**src/acp_pkg.sv**
```systemverilog
// Package: addresses, fields and types of the accumulator pointer control block
package acp_pkg;

  localparam logic [3:0] ACP_MODULE_LO     = 4'h8;
  localparam logic [3:0] ACP_MODULE_HI     = 4'hf;
  localparam logic [3:0] ACP_MODULE_SYS    = 4'h8;
  localparam logic [3:0] ACP_IDX_POINTER   = 4'h0;
  localparam logic [3:0] ACP_IDX_CONTROL   = 4'h1;

  localparam logic [7:0] ACP_POINTER_RESET = 8'h00;
  localparam logic [7:0] ACP_CONTROL_RESET = 8'h00;
  localparam logic [7:0] ACP_POINTER_MASK  = 8'h0f;
  localparam logic [7:0] ACP_CONTROL_MASK  = 8'hc7;

  localparam int ACP_BIT_DIRECTION = 6;
  localparam int ACP_BIT_ZERO      = 7;

  localparam logic [2:0] ACP_MOD_OFF = 3'h0;
  localparam logic [2:0] ACP_MOD_2   = 3'h1;
  localparam logic [2:0] ACP_MOD_4   = 3'h2;
  localparam logic [2:0] ACP_MOD_8   = 3'h3;

  localparam logic [3:0] ACP_WRAP_2  = 4'h1;
  localparam logic [3:0] ACP_WRAP_4  = 4'h3;
  localparam logic [3:0] ACP_WRAP_8  = 4'h7;
  localparam logic [3:0] ACP_WRAP_16 = 4'hf;
  localparam logic [3:0] ACP_ONE     = 4'h1;

  // System register access from the instruction execution logic
  typedef struct packed {
    logic       wr;
    logic       rd;
    logic [3:0] module_sel;
    logic [3:0] index;
    logic [7:0] wdata;
  } acp_sysreg_req_s;

  // Control register fields, bits 5..3 always zero
  typedef struct packed {
    logic       pointer_zero_strobe;
    logic       step_direction_select;
    logic [2:0] unused;
    logic [2:0] autostep_modulus;
  } acp_control_s;

endpackage

```
**src/acp_pointer_ctrl.sv**
```systemverilog
// Accumulator pointer and pointer control system registers
`timescale 1ns/1ps

////////////////////////////////////////////////////////////////////////////////
module acp_pointer_ctrl
  import acp_pkg::*;
(
  input  wire logic            sys_clk,
  input  wire logic            rst,
  input  wire acp_sysreg_req_s req,
  input  wire logic            alu_op_done,
  output logic [7:0]           rdata,
  output logic                 rhit,
  output logic [3:0]           active_acc_pointer,
  output acp_control_s         acc_pointer_control
);

  ////////////////////////////////////////////////////////////////////////////
  // Step arithmetic: only bits under the wrap mask move
  function automatic logic [3:0] acp_step(input logic [3:0] ptr,
                                          input logic [2:0] modulus,
                                          input logic       down);
    logic [3:0] mask;
    logic [3:0] moved;
    mask = ACP_WRAP_16;
    unique case (modulus)
      ACP_MOD_2: mask = ACP_WRAP_2;
      ACP_MOD_4: mask = ACP_WRAP_4;
      ACP_MOD_8: mask = ACP_WRAP_8;
      default:   mask = ACP_WRAP_16;
    endcase
    moved = down ? (ptr - ACP_ONE) : (ptr + ACP_ONE);
    return (ptr & ~mask) | (moved & mask);
  endfunction

  // Address match, shared by the write and read decode
  function automatic logic acp_addr_hit(input acp_sysreg_req_s r,
                                        input logic [3:0]      idx);
    return (r.module_sel == ACP_MODULE_SYS) && (r.index == idx);
  endfunction

  ////////////////////////////////////////////////////////////////////////////
  logic       wr_pointer;
  logic       wr_control;
  logic       step_on;
  logic       zero_req;
  logic [3:0] next_pointer;

  assign wr_pointer = req.wr && acp_addr_hit(req, ACP_IDX_POINTER);
  assign wr_control = req.wr && acp_addr_hit(req, ACP_IDX_CONTROL);
  assign step_on    = (acc_pointer_control.autostep_modulus != ACP_MOD_OFF);
  assign zero_req   = wr_control && req.wdata[ACP_BIT_ZERO];

  always_comb begin
    next_pointer = active_acc_pointer;
    if (zero_req) begin
      next_pointer = ACP_POINTER_RESET[3:0];
    end else if (step_on && (alu_op_done || wr_pointer)) begin
      // Stepping takes precedence over a transfer into the pointer
      next_pointer = acp_step(active_acc_pointer,
                              acc_pointer_control.autostep_modulus,
                              acc_pointer_control.step_direction_select);
    end else if (wr_pointer) begin
      next_pointer = req.wdata[3:0];
    end
  end

  always_ff @(posedge sys_clk) begin
    if (rst) begin
      active_acc_pointer <= ACP_POINTER_RESET[3:0];
    end else begin
      active_acc_pointer <= next_pointer;
    end
  end

  ////////////////////////////////////////////////////////////////////////////
  // Clear bit is an action, never stored, so it reads back zero
  always_ff @(posedge sys_clk) begin
    if (rst) begin
      acc_pointer_control <= ACP_CONTROL_RESET;
    end else if (wr_control) begin
      acc_pointer_control.autostep_modulus      <= req.wdata[2:0];
      acc_pointer_control.step_direction_select <= req.wdata[ACP_BIT_DIRECTION];
      acc_pointer_control.unused                <= 3'h0;
      acc_pointer_control.pointer_zero_strobe   <= 1'b0;
    end
  end

  ////////////////////////////////////////////////////////////////////////////
  // Read data is combinational from registers, same cycle as rd
  always_comb begin
    rdata = 8'h00;
    rhit  = 1'b0;
    if (req.rd && acp_addr_hit(req, ACP_IDX_POINTER)) begin
      rdata = {4'h0, active_acc_pointer} & ACP_POINTER_MASK;
      rhit  = 1'b1;
    end else if (req.rd && acp_addr_hit(req, ACP_IDX_CONTROL)) begin
      rdata = acc_pointer_control & ACP_CONTROL_MASK & ~8'h80;
      rhit  = 1'b1;
    end
  end

endmodule

```
**config.mk**
```make
export PLATFORM = sky130hd
export DESIGN_NAME = acp_pointer_ctrl
export DESIGN_NICKNAME = d
export VERILOG_FILES = /design/src/acp_pkg.sv /design/src/acp_pointer_ctrl.sv
export SDC_FILE = /design/constraint.sdc
export NUM_CORES = 1
export LEC_CHECK = 0
export ABC_AREA = 0
export BUFFER_PORTS_ARGS = -buffer_cell sky130_fd_sc_hd__buf_2
export CORE_MARGIN = 3
export CORE_UTILIZATION = 43
export DETAILED_ROUTE_END_ITERATION = 6
export PLACE_DENSITY = 0.78
export SYNTH_ARGS = -nofsm -noshare
export SYNTH_HDL_FRONTEND = slang
export SYNTH_SLANG_ARGS = --single-unit
```
**constraint.sdc**
```tcl
create_clock -name sys_clk -period 1.7 [get_ports sys_clk]
set_clock_uncertainty 0.1 [all_clocks]
set_input_delay 0 -clock sys_clk [delete_from_list [all_inputs] [get_ports sys_clk]]
set_output_delay 0 -clock sys_clk [all_outputs]
set_load 0.05 [all_outputs]
```
Word level (Yosys, flattened, before mapping) --
Cells that the tools add are included.
Operators by class: add/sub/neg operators 2, equal/unequal tests 5, multiplexer cells 10, bitwise operators 4, reductions and logical operators 13
Operator list (number):
- $mux W4 | 5
- $mux W7 | 2
- $pmux W4 S3 | 1
- $and A4 B4 Y4 | 2
- $logic_and A1 B1 Y1 | 8
- $eq A3 B2 Y1 const B | 2
- $add A4 B1 Y4 const B | 1
- $eq A4 B1 Y1 const B | 1
- $eq A4 B4 Y1 const B | 1
- $logic_not A4 Y1 | 1
- $not A4 Y4 | 1
- $or A4 B4 Y4 | 1
- $sub A4 B1 Y4 const B | 1
- $eq A3 B1 Y1 const B | 1
- $reduce_bool A3 Y1 | 1
- $mux W1 | 2
- $reduce_bool A2 Y1 | 1
- $reduce_or A2 Y1 | 1
- $logic_or A1 B1 Y1 | 1
Word-level totals: register bits 8, bits of input ports 21, output and inout port bits 21

Depth between registers and ports, before layout --
Gate-level depths: netlist (run 1).
word-level depth 11, mapped depth 6, gate-level depth less buffers 6

Worst setup path before layout (run 1) --
OpenSTA, ideal clock, no wires.
path type register -> output, from register (tool-made name), to output port rdata[3], data arrival time 1.884 ns, data required time 1.600 ns, path slack -0.284 ns, stages on the path, launching flop included 2, buffers on the path 0, cells stage by stage dfxtp_1 nor3b_1
RTL lines:
- end: declaration | line acp_pointer_ctrl.sv:12 | output logic [7:0] rdata,

==> results of run 1 <==
-- power groups by stage --
stage,Combinational [W],Sequential [W],Clock [W]
after floorplan,0.0000678,0.000193,0
after global placement,0.0000876,0.000191,0
after detailed placement,0.0000890,0.000191,0
after CTS,0.0000981,0.000187,0.000165
after global routing,0.000106,0.000187,0.000173
final,0.0000985,0.000187,0.000161
-- through the flow --
step	utilization [%]	area [µm²]	total power [W]	setup WS, ps
final	64.5	1030	0.000446	97.6
after global routing	64.5	1030	0.000467	14.2
after CTS	64.1	1020	0.000451	27.6
after detailed placement	58.0	925	0.000280	114
after global placement	58.0	925	0.000279	166
after floorplan	-	800	0.000261	1.41
-- final timing paths --
| path | to | slack (ps) | depth (start not counted) |
|---|---|---|---|
| min | register | 20 | 3 |
| min reg2reg | register | 400 | 2 |
| max | register | 100 | 5 |
| max reg2reg | register | 100 | 5 |
-- what timing repair did --
action                     CTS  global route
gates resized for setup      0             1
buffers inserted             0             1
hold buffers                 7             0
setup endpoints to repair    0             3
hold endpoints to repair     5             0
-- layer usage --
layer	GRT usage [%]	up-vias	wire length [µm]	share of wire, %
li1	-	401	-	-
met1	21.2	351	768	40
met2	32.8	46	932	49
met3	3.32	4	179	9.4
met4	7.53	0	19	1.0
met5	0	-	0	0
-- cell type report --
type	instances	area, µm²	share of cell area (%)
sequential	8	168	16.3
clock buffer	4	26.3	2.55
multi-input combinational	72	526	51.1
tap	24	30.0	2.92
timing repair buffer	43	260	25.3
inverter	5	18.8	1.82
-- critical path, delay by kind of cell, from the launching register on --
family / cells / cell delay, ps
compound gates: 2 / 230
flops: 1 / 370
simple gates: 1 / 160
fa+ha+maj: 1 / 540
buf+inv: 1 / 90
-- layout by cell type (no fill, tap or decap), types with 2 or more instances in the layout --
cell type,n
buf_2,32
nor2_1,10
mux2i_1,8
conb_1,7
dlygate4sd3_1,7
inv_1,5
nand2_1,5
dfxtp_1,4
buf_4,4
a21oi_1,3
nand3_1,3
dfxtp_2,3
clkbuf_4,3
nor4b_1,2
xor2_1,2
o21ai_0,2
a31oi_1,2
ha_1,2
-- cells by family (layout without fill, tap and decap cells) --
kind of cell,after synthesis,after routing,share of synthesized area (%)
AO/OA/AOI/OAI,19,19,18.8
XOR/XNOR,3,3,3.44
adder cells (fa/ha/maj),3,3,5.89
buffers and inverters,17,52,13.9
flip-flops,8,8,20.9
multiplexers,8,8,10.5
other,1,7,0.491
AND/OR/NAND/NOR,32,32,26.0
==> impl_metrics.py, run 1 <==
metrics = {
    "drt": {
        "antenna_left": 0,
        "wirelength_um": 1900,
        "first_pass_iters": 4,
        "drc_errors": 0,
        "vias": 802,
        "viasPerCell": 5.14,
        "drtIter0Drc": 21,
        "post_drt_wl_per_cell_um": 12.2,
    },
    "floorplanning": {
        "die_w_um": 48.2,
        "die-area_um2": 2320,
        "coreArea_um2": 1590,
        "initial_core_util_pct": 48.0,
        "die_h_um": 48.2,
        "rows": 14,
        "design.portCount": 42,
    },
    "cts": {
        "clkSinkCount": 8,
        "clkLatencyLatePin_ps": 260,
        "htree_num_levels": 1,
        "cts_tree": "yes",
        "cts_buffer_depth": 2,
        "path_clk_slew_ps": 70,
        "cts_buffers": 3,
        "clockRootBuffer": "clkbuf_4",
    },
    "grt": {
        "grt.total_usage_pct": 18.3,
        "grt_pass1_wl_um": 2980,
        "antenna_found_initial": 0,
        "grt_max_degree": 12,
        "grt_pass1_vias": 720,
        "grt_overflow_total": 0,
    },
    "yosys": {
        "synth_cell_types": 42,
        "ys.flop_type": "dfxtp_1",
        "ys_warn_count": 0,
        "syn_area_per_cell_um2": 8.40,
        "yosysMostFrequentCell": "nor2_1",
        "syn_area_um2": 764,
        "synth_edf_count": 0,
        "synthCells": 91,
        "synth_seq_cells": 8,
        "yosys.area.top_type": "dfxtp_1",
        "seq_area_frac_synth_pct": 20.9,
        "synth-async-reset-ratio_pct": 0,
        "netlist_top_cells_area": "dfxtp_1 (21%), mux2i_1 (10%), buf_4 (8.8%)",
        "yosysTopAreaCellShare_pct": 20.9,
        "ys_top_cells_by_count": "nor2_1 (10), buf_4 (9), dfxtp_1 (8), mux2i_1 (8)",
    },
    "power": {
        "peakVddDrop_uv": 284,
        "p_sw_w": 0.000135,
        "seqPwrFrac_pct": 42.0,
        "clkPwrFrac_pct": 36.0,
        "p_leak_nw": 0.532,
        "power.share.combinational_pct": 22.1,
        "power_density_nw_per_um2": 434,
        "p_int_w": 0.000311,
        "p_sw_share_pct": 30.3,
    },
    "final_layout": {
        "drive_above_1_share_pct": 37.9,
        "nets": 157,
        "syn_to_final_growth_pct": 34.5,
        "fin_cells": 156,
        "num-fill-cells": 141,
        "n_antenna_cell": 0,
    },
    "worst_hold_path": {
        "hold_path_startpoint": "alu_op_done",
        "min_path_type": "in2reg",
    },
    "sta": {
        "finalCritPeriodShare_pct": 94.3,
        "fmax_ghz": 0.624,
        "whs_ps": 19.6,
        "slew_viol_final": 0,
        "finalHoldViolations": 0,
        "setup-violations-final": 0,
        "rsz0062_at_grt": "no",
        "fin_tns_setup_ps": 0,
        "min_period_ps": 1600,
    },
    "critical_path": {
        "crit_chain": "inv_1 > fa_1 > nor2b_1 > o21ai_1 > o2111a_1",
        "startpoint": "active_acc_pointer[0]",
        "crit_slowest_cell": "fa_1",
        "critical_path.max_fanout": 6,
        "critPathArrivalTime_ps": 1650,
        "slowest_delay_ps": 540,
        "end_kind": "register",
        "cp.required_ps": 1750,
        "startpoint_type": "register",
        "reg2reg_from": "active_acc_pointer[0]",
        "critPathKind": "reg2reg",
    },
    "placement": {
        "hpwl_um": 1510,
        "placed_cells": 144,
        "place.gp.congestion": 0.810,
        "portBuffers": 32,
    },
    "run_status": {
        "outcome": "finished, final reports clean",
    },
    "flow_run": {
        "cap_viol_max_count": 0,
    },
}
Power figures use the tool's default switching activity.
==> run 2, diff against run 1 <==
--- a/config.mk
+++ b/config.mk
@@ -11,6 +11,7 @@
 export CORE_UTILIZATION = 43
 export DETAILED_ROUTE_END_ITERATION = 6
 export PLACE_DENSITY = 0.78
+export SETUP_SLACK_MARGIN = 0.3
 export SYNTH_ARGS = -nofsm -noshare
 export SYNTH_HDL_FRONTEND = slang
 export SYNTH_SLANG_ARGS = --single-unit
==> run 2 against run 1 <==
  * Wire length increased by 13%
  * Worst setup slack improved by 110 ps
  * Sequential cell count unchanged
  * Final cell count increased by 0.64%
  * Largest cell class unchanged
  * Critical path depth unchanged
  * Total power decreased by 1.6%
  * Critical path type unchanged
  * Design area increased by 9.4%
  * Combinational power increased by 7%
  * Highest routed layer unchanged
  * Clock-buffer cell count decreased by 1
  * Maximum frequency increased by 7.4%
==> impl_metrics.py, run 2 (synthesized netlist as in run 1, its figures left out) <==
metrics = {
    "run_status": {
        "outcome": "finished, final reports clean",
    },
    "floorplanning": {
        "die_w_um": 48.2,
        "initial_core_util_pct": 48.0,
        "design.portCount": 42,
        "rows": 14,
        "die_h_um": 48.2,
        "die-area_um2": 2320,
        "coreArea_um2": 1590,
    },
    "power": {
        "peakVddDrop_uv": 397,
        "power_density_nw_per_um2": 390,
        "p_leak_nw": 0.533,
    },
    "grt": {
        "grt_max_degree": 13,
        "grt_pass1_vias": 776,
        "antenna_found_initial": 0,
        "grt_pass1_wl_um": 3280,
        "grt_overflow_total": 0,
        "grt.total_usage_pct": 20.5,
    },
    "worst_hold_path": {
        "whs_path_depth": 4,
        "min_path_type": "in2reg",
    },
    "final_layout": {
        "mostFrequentLayoutCell": "buf_2",
        "n_antenna_cell": 0,
        "syn_to_final_growth_pct": 47.1,
        "nets": 159,
        "layout_common_cells": "buf_2 (31), nor2_1 (9), mux2i_1 (8)",
        "drive_above_1_share_pct": 51.1,
        "fin_cells": 157,
    },
    "critical_path": {
        "critPathArrivalTime_ps": 1550,
        "critPathKind": "reg2reg",
        "startpoint_type": "register",
        "end_kind": "register",
        "critical_path.max_fanout": 2,
        "r2r.worst_path.cells": 5,
        "cp.required_ps": 1750,
    },
    "sta": {
        "fmax_ghz": 0.670,
        "rsz0062_at_grt": "yes",
        "setup-violations-final": 0,
        "min_period_ps": 1490,
        "slew_viol_final": 0,
        "fin_tns_setup_ps": 0,
        "finalCritPeriodShare_pct": 87.8,
        "finalHoldViolations": 0,
    },
    "placement": {
        "place.gp.congestion": 0.852,
        "hpwl_um": 1530,
        "portBuffers": 32,
        "placed_cells": 141,
    },
    "drt": {
        "first_pass_iters": 4,
        "drc_errors": 0,
        "post_drt_wl_per_cell_um": 13.6,
        "drtIter0Drc": 11,
        "vias": 828,
        "wirelength_um": 2140,
        "antenna_left": 0,
        "viasPerCell": 5.27,
    },
    "cts": {
        "clockRootBuffer": "clkbuf_4",
        "clkLatencyLatePin_ps": 260,
        "cts_buffers": 3,
        "path_clk_slew_ps": 60,
        "clkSinkCount": 8,
        "cts_tree": "yes",
        "htree_num_levels": 1,
        "cts_buffer_depth": 2,
    },
    "flow_run": {
        "cap_viol_max_count": 0,
    },
}
-- run 2: through the flow --
step	setup WS (ps)	power [W]	area, µm²	hold WS [ps]	util (%)
floorplan	151	0.000253	837	-37.3	-
global placement	202	0.000272	936	132	58.7
detailed placement	183	0.000274	936	150	58.7
CTS	214	0.000443	1120	77.9	70.1
global route	183	0.000459	1120	109	70.6
finish	208	0.000439	1120	81.7	70.6
-- run 2: report_power, final --
| group | switching [W] | internal [W] | total (W) |
|---|---|---|---|
| registers | 0.000000804 | 0.000179 | 0.000179 |
| clock network | 0.0000731 | 0.0000814 | 0.000155 |
| logic | 0.0000658 | 0.0000395 | 0.000105 |
| total | 0.000140 | 0.000300 | 0.000439 |
-- run 2: what timing repair did --
action / in CTS / in global routing
setup endpoints to repair: 5 / 5
gates resized for setup: 7 / 3
hold endpoints to repair: 6 / 0
buffers inserted: 6 / 0
cloned: 0 / 0
hold buffers: 7 / 0
pin swaps: 6 / 1
-- run 2: final cells by class --
class	count	area, µm²
inverter	5	25.0
clock buffer	3	22.5
multi-input combinational	72	578
fill	122	469
tap	24	30.0
sequential	8	184
timing repair buffer	45	285
-- run 2: layer usage --
| metal | part of all wire (%) | vias to the layer above | routed length [µm] | track usage [%] |
|---|---|---|---|---|
| li1 | - | 404 | - | - |
| met1 | 43 | 389 | 910 | 24.7 |
| met2 | 51 | 32 | 1100 | 36.2 |
| met3 | 4.8 | 3 | 103 | 2.58 |
| met4 | 1.3 | 0 | 27 | 8.06 |
| met5 | 0 | - | 0 | 0 |
-- run 2: path summary, 6_finish.rpt --
path	startpoint	to	slack, ps
max	active_acc_pointer[0]	register	210
min	req[3]	register	80
max reg2reg	active_acc_pointer[0]	register	210
min reg2reg	register	register	430
-- run 2: critical path, cell delays in order, from the launching register on --
cell and delay, ps:
dfxtp_4 360, inv_4 40, fa_1 530, nor2b_4 140, o21ai_1 70, o2111a_1 140
